<file path="src/rtl/ovs_pkg.sv">
// Constants and carriers for the output voltage setpoint register bank
`default_nettype none
package ovs_pkg;
   localparam logic [7:0] CMD_FORMAT = 8'h20;
   localparam logic [7:0] CMD_TARGET = 8'h21;
   localparam int REL_BIT = 7;
   localparam int MODE_HI = 6;
   localparam int MODE_LO = 5;
   localparam int EXP_HI = 4;
   localparam logic [1:0] MODE_LINEAR = 2'h0;
   localparam logic [4:0] EXP_COARSE = 5'h1C;
   localparam logic [4:0] EXP_FINE = 5'h14;
   localparam logic [7:0] FMT_RESET = 8'h14;
   localparam logic [15:0] TARGET_RESET = 16'h0000;
   localparam int CLOCK_MHZ = 40;
   localparam int SLEW_TICK_NS = 1000;
   localparam int SLEW_TICK_CYC = SLEW_TICK_NS * CLOCK_MHZ / 1000;

   typedef enum logic [0:0] {
      ST_BOOT = 1'b0,
      ST_RUN = 1'b1
   } ovs_state_e;

   typedef struct packed {
      logic valid;
      logic write;
      logic [7:0] code;
      logic [15:0] data;
   } ovs_req_s;

   typedef struct packed {
      logic valid;
      logic nack;
      logic [15:0] data;
   } ovs_rsp_s;

   typedef struct packed {
      logic warning;
      logic status_word_vout;
      logic status_vout_max_min;
      logic alert;
   } ovs_evt_s;
endpackage
`default_nettype wire

</file>
<file path="src/rtl/ovs_setpoint.sv">
// Output voltage format and target registers with boot, restore, clamp and slew
`default_nettype none
module ovs_setpoint #(
   parameter int TICK_CYC = ovs_pkg::SLEW_TICK_CYC
) (
   // Clock and reset
   input wire logic i_clock,
   input wire logic i_rst,
   // Command transactions from the bus decoder
   input wire ovs_pkg::ovs_req_s i_req,
   output ovs_pkg::ovs_rsp_s o_rsp,
   // Converter state and settings
   input wire logic i_conv_enable,
   input wire logic [15:0] i_trim,
   input wire logic [15:0] i_vout_max,
   input wire logic [15:0] i_vout_min,
   input wire logic [15:0] i_slew_step,
   // Boot sources and misc_option_config
   input wire logic [7:0] i_nvm_format,
   input wire logic [15:0] i_nvm_target,
   input wire logic [15:0] i_voltage_select_strap,
   input wire logic i_strap_source_override,
   input wire logic i_fault_reboot_select,
   input wire logic i_reset_pin_mode,
   input wire logic i_power_good_reset_pin_n,
   input wire logic i_restore_user,
   input wire logic i_fault_restart,
   // Results
   output logic [7:0] o_format,
   output logic [15:0] o_target,
   output logic [15:0] o_boot_voltage,
   output logic [15:0] o_dac,
   output ovs_pkg::ovs_evt_s o_evt
);
   ovs_pkg::ovs_state_e state;
   logic [7:0] format;
   logic [15:0] target;
   logic [15:0] boot_voltage;
   logic [15:0] dac;
   logic [$clog2(TICK_CYC+1)-1:0] tick_cnt;
   ovs_pkg::ovs_rsp_s rsp;
   ovs_pkg::ovs_evt_s evt;

   // Shift a mantissa from one exponent to another
   function automatic logic [15:0] rescale(input logic [15:0] v, input logic [4:0] oe,
                                           input logic [4:0] ne);
      logic signed [5:0] d;
      logic [5:0] nd;
      d = $signed({oe[4], oe}) - $signed({ne[4], ne});
      nd = 6'(-d);
      if (d >= 0) begin
         rescale = v << d[3:0];
      end else begin
         rescale = v >> nd[3:0];
      end
   endfunction

   // Command decode
   wire is_fmt = i_req.code == ovs_pkg::CMD_FORMAT;
   wire is_tgt = i_req.code == ovs_pkg::CMD_TARGET;
   wire wr = i_req.valid & i_req.write & (state == ovs_pkg::ST_RUN);
   wire [4:0] new_exp = i_req.data[ovs_pkg::EXP_HI:0];
   wire [4:0] cur_exp = format[ovs_pkg::EXP_HI:0];
   wire exp_ok = ($signed(new_exp) <= $signed(ovs_pkg::EXP_COARSE)) &&
                 ($signed(new_exp) >= $signed(ovs_pkg::EXP_FINE));
   wire fmt_wr = wr & is_fmt & ~i_conv_enable & exp_ok;
   wire tgt_wr = wr & is_tgt;
   wire bad_wr = i_req.valid & i_req.write & ~fmt_wr & ~tgt_wr;
   wire bad_rd = i_req.valid & ~i_req.write & ~is_fmt & ~is_tgt;
   // Mode bits forced to linear whatever the host writes
   wire [7:0] next_format = {i_req.data[ovs_pkg::REL_BIT], ovs_pkg::MODE_LINEAR,
                             new_exp};

   // Event sources
   wire pin_reset = i_reset_pin_mode & ~i_power_good_reset_pin_n;
   wire restore = (state == ovs_pkg::ST_BOOT) | i_restore_user;
   wire [15:0] src_target = i_strap_source_override ? i_voltage_select_strap
                                                    : i_nvm_target;
   wire fault_boot = i_fault_restart & i_fault_reboot_select;

   // Limit check on target plus trim
   wire [17:0] trim_ext = {{2{i_trim[15]}}, i_trim};
   wire [17:0] max_ext = {2'h0, i_vout_max};
   wire [17:0] min_ext = {2'h0, i_vout_min};
   wire [17:0] sum_cur = {2'h0, target} + trim_ext;
   wire [17:0] sum_wr = {2'h0, i_req.data} + trim_ext;
   wire hi_cur = $signed(sum_cur) > $signed(max_ext);
   wire lo_cur = $signed(sum_cur) < $signed(min_ext);
   wire viol_wr = ($signed(sum_wr) > $signed(max_ext)) | ($signed(sum_wr) < $signed(min_ext));
   wire [15:0] goal = hi_cur ? i_vout_max : lo_cur ? i_vout_min : sum_cur[15:0];
   wire limit_evt = tgt_wr & ~restore & ~pin_reset & ~fault_boot & viol_wr;

   // Target selection, highest priority first
   wire [15:0] next_target = restore ? src_target :
                             (pin_reset | fault_boot) ? boot_voltage :
                             fmt_wr ? rescale(target, cur_exp, new_exp) :
                             tgt_wr ? i_req.data : target;
   wire [15:0] next_boot = restore ? src_target :
                           fmt_wr ? rescale(boot_voltage, cur_exp, new_exp) : boot_voltage;
   wire [7:0] next_fmt_reg = (state == ovs_pkg::ST_BOOT) ?
                             {i_nvm_format[ovs_pkg::REL_BIT], ovs_pkg::MODE_LINEAR,
                              i_nvm_format[ovs_pkg::EXP_HI:0]} :
                             fmt_wr ? next_format : format;

   // Slew limited DAC step
   wire tick = tick_cnt == '0;
   wire [15:0] gap = (goal > dac) ? goal - dac : dac - goal;
   wire [15:0] next_dac = (gap <= i_slew_step) ? goal :
                          (goal > dac) ? dac + i_slew_step : dac - i_slew_step;

   // Read mux
   wire [15:0] rd_data = is_fmt ? {8'h00, format} : is_tgt ? target : 16'h0000;

   always_ff @(posedge i_clock) begin
      if (i_rst) begin
         state <= ovs_pkg::ST_BOOT;
      end else begin
         state <= ovs_pkg::ST_RUN;
      end
   end

   always_ff @(posedge i_clock) begin
      if (i_rst) begin
         format <= ovs_pkg::FMT_RESET;
         target <= ovs_pkg::TARGET_RESET;
         boot_voltage <= ovs_pkg::TARGET_RESET;
      end else begin
         format <= next_fmt_reg;
         target <= next_target;
         boot_voltage <= next_boot;
      end
   end

   always_ff @(posedge i_clock) begin
      if (i_rst) begin
         tick_cnt <= '0;
         dac <= ovs_pkg::TARGET_RESET;
      end else begin
         tick_cnt <= tick ? ($bits(tick_cnt))'(TICK_CYC - 1) : tick_cnt - 1'b1;
         if (tick) begin
            dac <= next_dac;
         end
      end
   end

   always_ff @(posedge i_clock) begin
      if (i_rst) begin
         rsp <= '0;
         evt <= '0;
      end else begin
         rsp.valid <= i_req.valid;
         rsp.nack <= bad_wr | bad_rd;
         rsp.data <= i_req.write ? 16'h0000 : rd_data;
         evt <= {4{limit_evt}};
      end
   end

   assign o_format = format;
   assign o_target = target;
   assign o_boot_voltage = boot_voltage;
   assign o_dac = dac;
   assign o_rsp = rsp;
   assign o_evt = evt;
endmodule // ovs_setpoint
`default_nettype wire

</file>
<file path="config.mk">
export PLATFORM = sky130hd
export DESIGN_NAME = ovs_setpoint
export DESIGN_NICKNAME = d
export VERILOG_FILES = /design/src/rtl/ovs_pkg.sv /design/src/rtl/ovs_setpoint.sv
export SDC_FILE = /design/constraint.sdc
export NUM_CORES = 1
export LEC_CHECK = 0
export BUFFER_PORTS_ARGS = -buffer_cell sky130_fd_sc_hd__buf_2
export CORE_MARGIN = 2
export CORE_UTILIZATION = 30
export DETAILED_ROUTE_END_ITERATION = 10
export GPL_TIMING_DRIVEN = 0
export PLACE_DENSITY = 0.48
export RECOVER_POWER = 25
export SETUP_SLACK_MARGIN = 0.4
export SYNTH_ARGS = -nofsm -noshare
export SYNTH_HDL_FRONTEND = slang
export SYNTH_SLANG_ARGS = --single-unit
</file>
<file path="constraint.sdc">
create_clock -name i_clock -period 22.5 [get_ports i_clock]
set_input_delay 2.25 -clock i_clock [delete_from_list [all_inputs] [get_ports i_clock]]
set_output_delay 2.25 -clock i_clock [all_outputs]
set_load 0.05 [all_outputs]
</file>
== After elaboration in Yosys (flattened, before gate mapping) ==
Cells that the tools add are included.

* Eq/ne operators: 3
* $add $sub $neg: 9
* $lt $le $gt $ge: 9
* Multiplexer cells: 20
* Shift-type cells: 4
* Reductions and logical operators: 7
* Bitwise gates (word level): 32

{| class="wikitable"
|+ Operator list
! operator !! number
|-
| $mux 16 || 14
|-
| $sub 16x16->16 || 3
|-
| $add 17x16->18 || 2
|-
| $gt 18x17->1 || 2
|-
| $lt 18x17->1 || 2
|-
| $mux 8 || 4
|-
| $shl 16x4->16 || 2
|-
| $shr 16x4->16 || 2
|-
| $and 1x1->1 || 17
|-
| $add 16x16->16 || 1
|-
| $eq 8x6->1 const B || 2
|-
| $gt 16x16->1 || 1
|-
| $le 16x16->1 || 1
|-
| $not 1->1 || 11
|-
| $ge 6x1->1 const B || 1
|-
| $logic_not 6->1 || 1
|-
| $mux 6 || 1
|-
| $sub 5x5->6 || 1
|-
| $sub 6x1->6 const B || 1
|-
| $ge 5x5->1 const B || 1
|-
| $le 5x3->1 const B || 1
|-
| $neg 4->4 || 1
|-
| $or 1x1->1 || 4
|-
| $reduce_bool 4->1 || 1
|-
| other kinds (6) || 7
|}

* Register bits after elaboration: 80
* Input port bits: 139
* Output and inout port bits: 78

== Longest topological paths before layout ==
* Depth after elaboration: 9
* Mapped depth: 45
* Mapped depth without buffers: 40

== Worst setup path after synthesis ==
No wires, ideal clock.

* Kind: in2reg
* Start point: input i_trim[0]
* End point: register dac[15] (netlist: o_dac[15])
* Slack: 11.789 ns
* Stages: 39
* Data required time: 22.378 ns
* Library setup time: 0.122 ns
* Path buffers: 5
* Arrival: 10.589 ns
* Cell sequence: ha_1 fa_1 a211oi_1 o21ai_1 a32oi_2 o21ai_2 a21o_1 a21oi_1 xnor2_1 ha_1 nand4_1 o41a_1 a21oi_4 buf_8 mux2_4 o21a_1 ha_1 buf_2 [... 3 more ...] nor2_1 buf_2 buf_2 buf_2 nand2_1 o21ai_0 inv_1 ha_1 nor2b_1 o31ai_1 a211oi_1 or3_1 a41o_1 a21o_1 a21o_1 xnor2_1 nor4_1 a311o_1

* Longest elaborated chain between the ends: 8
* Elaborated cells on any way between the ends: 12
* Classes of those cells: add/sub (3); order compare (4); mux (5)

{| class="wikitable"
|+ Ends and longest elaborated chain
! item !! RTL line !! RTL
|-
| from (decl) || ovs_setpoint.sv:14 || <nowiki>input wire logic [15:0] i_trim,</nowiki>
|-
| $add 17x16->18 * || ovs_setpoint.sv:85 || <nowiki>wire [17:0] sum_cur = {2'h0, target} + trim_ext;</nowiki>
|-
| $lt 18x17->1 || ovs_setpoint.sv:88 || <nowiki>wire lo_cur = $signed(sum_cur) < $signed(min_ext);</nowiki>
|-
| $mux 16 || ovs_setpoint.sv:90 || <nowiki>wire [15:0] goal = hi_cur ? i_vout_max : lo_cur ? i_vout_min : sum_cur[15:0];</nowiki>
|-
| $mux 16 * || ovs_setpoint.sv:90 ||
|-
| $sub 16x16->16 or $gt 16x16->1 (tied branches) || ovs_setpoint.sv:107, ovs_setpoint.sv:109 ||
|-
| $mux 16 || ovs_setpoint.sv:107 || <nowiki>wire [15:0] gap = (goal > dac) ? goal - dac : dac - goal;</nowiki>
|-
| $le 16x16->1 || ovs_setpoint.sv:108 || <nowiki>wire [15:0] next_dac = (gap <= i_slew_step) ? goal :</nowiki>
|-
| $mux 16 * || ovs_setpoint.sv:108 ||
|-
| to (signal assigned) || ovs_setpoint.sv:137 || <nowiki>dac <= ovs_pkg::TARGET_RESET;</nowiki>
|-
| to (signal assigned) || ovs_setpoint.sv:141 || <nowiki>dac <= next_dac;</nowiki>
|-
| to (decl) || ovs_setpoint.sv:39 || <nowiki>logic [15:0] dac;</nowiki>
|}

Mark *: on every way between the ends. The rest lies on a longest branch, timed or not.
A chain may end at the register's enable or synchronous reset.

== Worst setup path in the final report ==
Ends and elaborated chain as after synthesis.

==> metrics.md <==
| Metric | Value |
|---|---|
| Crit path DAT | 12.69 ns |
| I/O Buffers | 212 |
| Outcome | finished, final reports clean |
| Reg2Reg Capture Point | o_dac[15]$_SDFFE_PP0P_ |
| Final instance area | 0.0147 mm^2 |
| Area grow syn2layout | 15.8% |
| Final period util | 55.2% |
| Worst path max stage delay | 0.50 ns |
| FF-to-FF Start | o_target[0]$_SDFFE_PP0P_ |
| Ports | 217 |
| Synthesis warning total | 0 |
| Final hold vios | 0 |
| Initial Util | 30.3% |
| Fin. max-slew vios | 0 |
| Die Span Y | 210 um |
| Die W | 210 um |
| # hold bufs at CTS | 0 |
| Hold_sp | tick_cnt[0]$_SDFF_PP0_ |
| Drt first pass iters | 5 |
| CP max stage cell | or3_1 |
| # fillers | 4,593 |
| Worst-path fanout max | 10 |
| Initial drt markers | 936 |
| Vias per cell | 5.67 |
| Area share of the largest cell type after synthesis | 16.5% |
| Post-synth top flop | dfxtp_1 |
| Mapped Cells | 1,697 |
| Synth async-reset ratio | 0% |
| Post-DP HPWL | 49,200 um |
| Max Clk Rate | 0.0806 GHz |
| Largest area contributor in the netlist | ha_1 |
| Core area | 0.0419 mm^2 |
| WL final | 59,100 um |
| CP bufs+invs | 7 |
| Number of synthesized flops with an enable pin | 0 |
| Pleak | 0.00661 uW |
| Unique masters post-synth | 85 |
| Die Footprint | 0.0440 mm^2 |
| Remaining DRCs | 0 |
| Register area | 0.00160 mm^2 |
| WS Path Type | in2reg |
| CTS sink cnt | 80 |
| CTS Buf Count | 9 |
| Overall Global Routing Usage | 26.4% |
| Largest net degree at the start of global routing | 15 |
| Hold slack | 0.474 ns |
| Syn Area/Cell | 7.48 um^2 |
| CP Capture Type | flip-flop |
| Worst slew pin tran | 1.17 ns |
| Share of layout cells above drive strength 1 | 14.6% |
| Worst r2r path cells | 39 |
| ANT nets after route | 0 |
| Flop-to-flop setup slack | 11.53 ns |
| Final clock skew | 0.0159 ns |
| Worst skew pair latency | 0.38 ns |
| Min-Delay Path Class | reg2reg |
| Initial antenna violation count | 0 |
| Global placement routability congestion | 0.938 |
| Htree depth | 3 |
| Clk buf depth | 2 |
| Syn Std Cell Area | 0.0127 mm^2 |
| Final setup violation count | 0 |
| Clock transition at the registers of the reported paths | 0.07 ns |
| Vias in the first global route | 13,600 |
| Sequential fraction of the synthesis area | 12.6% |
| CTS resizes | 0 |
| WP data required | 22.77 ns |
| RSZ-0062 raised after global routing | false |
| Post-route minimum period | 12.41 ns |
| Synth area leaders | ha_1 (16%), dfxtp_1 (13%), a21oi_1 (6.2%), mux2i_1 (6.0%), nand2_1 (4.0%) |
| Cell area power density | 115 mW/mm^2 |
| Layout Nets | 2,233 |
| DR vias | 14,000 |
| Root Driver | clkbuf_16 |
| CP Launch Type | input pin |
| Post-synthesis register bit count | 80 |
| Number of max-cap violations | 0 |
| Relative slew margins | 20.2% |
| Post-CTS setup buffers | 0 |
| Hold Path Stages | 1 |
| CTS tree | built |
| IR Drop Worst-Case VDD | 0.0699 mV |
| TNS Setup | 0 ns |
| Multi-input gate area | 0.0102 mm^2 |
| DR WL/cell | 24.0 um |
| CP dominant cell by count | buf_2 |
| GRT overflow | 0 |
| Area after DPL | 0.0144 mm^2 |
| First-pass GRT wire length | 86,100 um |
| Worst Hold Path EP | tick_cnt[0]$_SDFF_PP0_ |
| Num rows | 75 |
| Top Family by Delay on Critical Path | compound AO/OA/AOI/OAI gates |
| Overall power | 1690 uW |
-- metrics by stage --
| stage | util (%) | setup WS (ns) | std cells |
|---|---|---|---|
| 2_1_floorplan | - | 11.79 | 1698 |
| 3_3_place_gp | 34.5 | 9.78 | 2449 |
| 3_5_place_dp | 34.5 | 9.78 | 2449 |
| 4_1_cts | 35.2 | 10.14 | 2464 |
| 5_1_grt | 35.1 | 9.48 | 2464 |
| 6_report | 35.1 | 10.09 | 2466 |
-- layout by cell type, fill, tap and decap left out, types with 6 or more instances in the layout --
cell type  netlist  layout
nand2b_1        11      11
nor3_1          59      59
nand2_1        134     134
o221ai_1         7       7
a22o_1           9       9
clkbuf_16        0       9
mux2i_1         76      76
a221oi_1        21      21
buf_1           12      12
nand3_1         39      39
clkbuf_1        57      94
o31ai_1         12      12
nor4_1           7       7
a2111oi_2        6       6
mux2_4           9       9
o211ai_1        24      24
nand4_1         15      15
buf_4            6       6
o21ai_0         93      93
nor2b_1         46      46
nor2_1         130     130
a211oi_1        52      52
and2_1          18      18
buf_2           17     192
and3_1           7       7
o21bai_1         7       7
dfxtp_1         80      80
a21oi_1        158     158
o21a_1          37      37
a31oi_1         19      19
inv_1          112     112
o22ai_1         11      11
fa_1             6       6
xnor2_1         55      55
a21o_1          32      32
or3_1            9       9
mux2_2          20      20
mux4_2           7       7
xor2_1          23      23
ha_1           167     167
-- per-layer routing --
metal | GRT usage (%) | wire length [um] | up-vias
li1 | - | - | 6689
met1 | 33.9 | 25800 | 6688
met4 | 9.17 | 1920 | 0
met2 | 44.0 | 27400 | 506
met5 | 0.222 | 0 | -
met3 | 5.03 | 3990 | 92
-- power by group --
part,internal [uW],total [uW],switching (uW)
Sequential,164,209,45.7
Clock,89.3,158,68.7
Combinational,498,1320,820
-- state kept, by name, summed over array words and instances (netlist names) --
name	cells
o_rsp	18
o_boot_voltage	16
o_dac	16
o_target	16
o_format	6
tick_cnt	6
o_evt	1
state	1
-- worst max-delay path by stage --
stage,from,to,slack [ns],cells after the start
floorplan,i_trim[0],o_dac[15]$_SDFFE_PP0P_,11.79,39
global placement,i_trim[0],o_dac[15]$_SDFFE_PP0P_,9.78,44
detailed placement,i_trim[0],o_dac[15]$_SDFFE_PP0P_,9.78,39
CTS,i_trim[0],o_dac[15]$_SDFFE_PP0P_,10.14,40
global route,i_trim[0],o_dac[15]$_SDFFE_PP0P_,9.48,44
finish,i_trim[0],o_dac[15]$_SDFFE_PP0P_,10.09,40
-- cell usage after synthesis (6+ instances only) --
library cell  instances
and3_1                7
nor2b_1              46
o21ai_0              93
and2_1               18
clkbuf_1             57
a211oi_1             52
nand2b_1             11
a31oi_1              19
a22o_1                9
mux2_4                9
o22ai_1              11
mux2_2               20
a2111oi_2             6
a21oi_1             158
o21a_1               37
nand2_1             134
buf_2                17
nand4_1              15
mux2i_1              76
fa_1                  6
ha_1                167
inv_1               112
nand3_1              39
xnor2_1              55
o31ai_1              12
buf_4                 6
nor2_1              130
o211ai_1             24
a221oi_1             21
a21o_1               32
dfxtp_1              80
xor2_1               23
or3_1                 9
mux4_2                7
o221ai_1              7
nor4_1                7
nor3_1               59
o21bai_1              7
buf_1                12
-- cell type report --
class / count / share of cell area, %
Multi-Input combinational cell: 1408 / 69.8
Inverter: 117 / 2.99
Sequential cell: 80 / 10.9
Clock buffer: 10 / 1.63
Tap cell: 539 / 4.59
Timing Repair Buffer: 212 / 6.91
Clock inverter: 5 / 0.434
Antenna cell: 2 / 0.0341
Buffer: 93 / 2.75
-- cells by family after synthesis --
group / share of synthesized area [%]
and+or+nand+nor: 18.2
other: 0.0296
xor gates and xnor gates: 5.69
buffers and inverters: 6.65
muxes: 10.1
DFF: 12.6
AOI/OAI and AO/OA: 29.3
adders and majority gates: 17.4
Note: power is estimated with default switching activity, not from simulation.
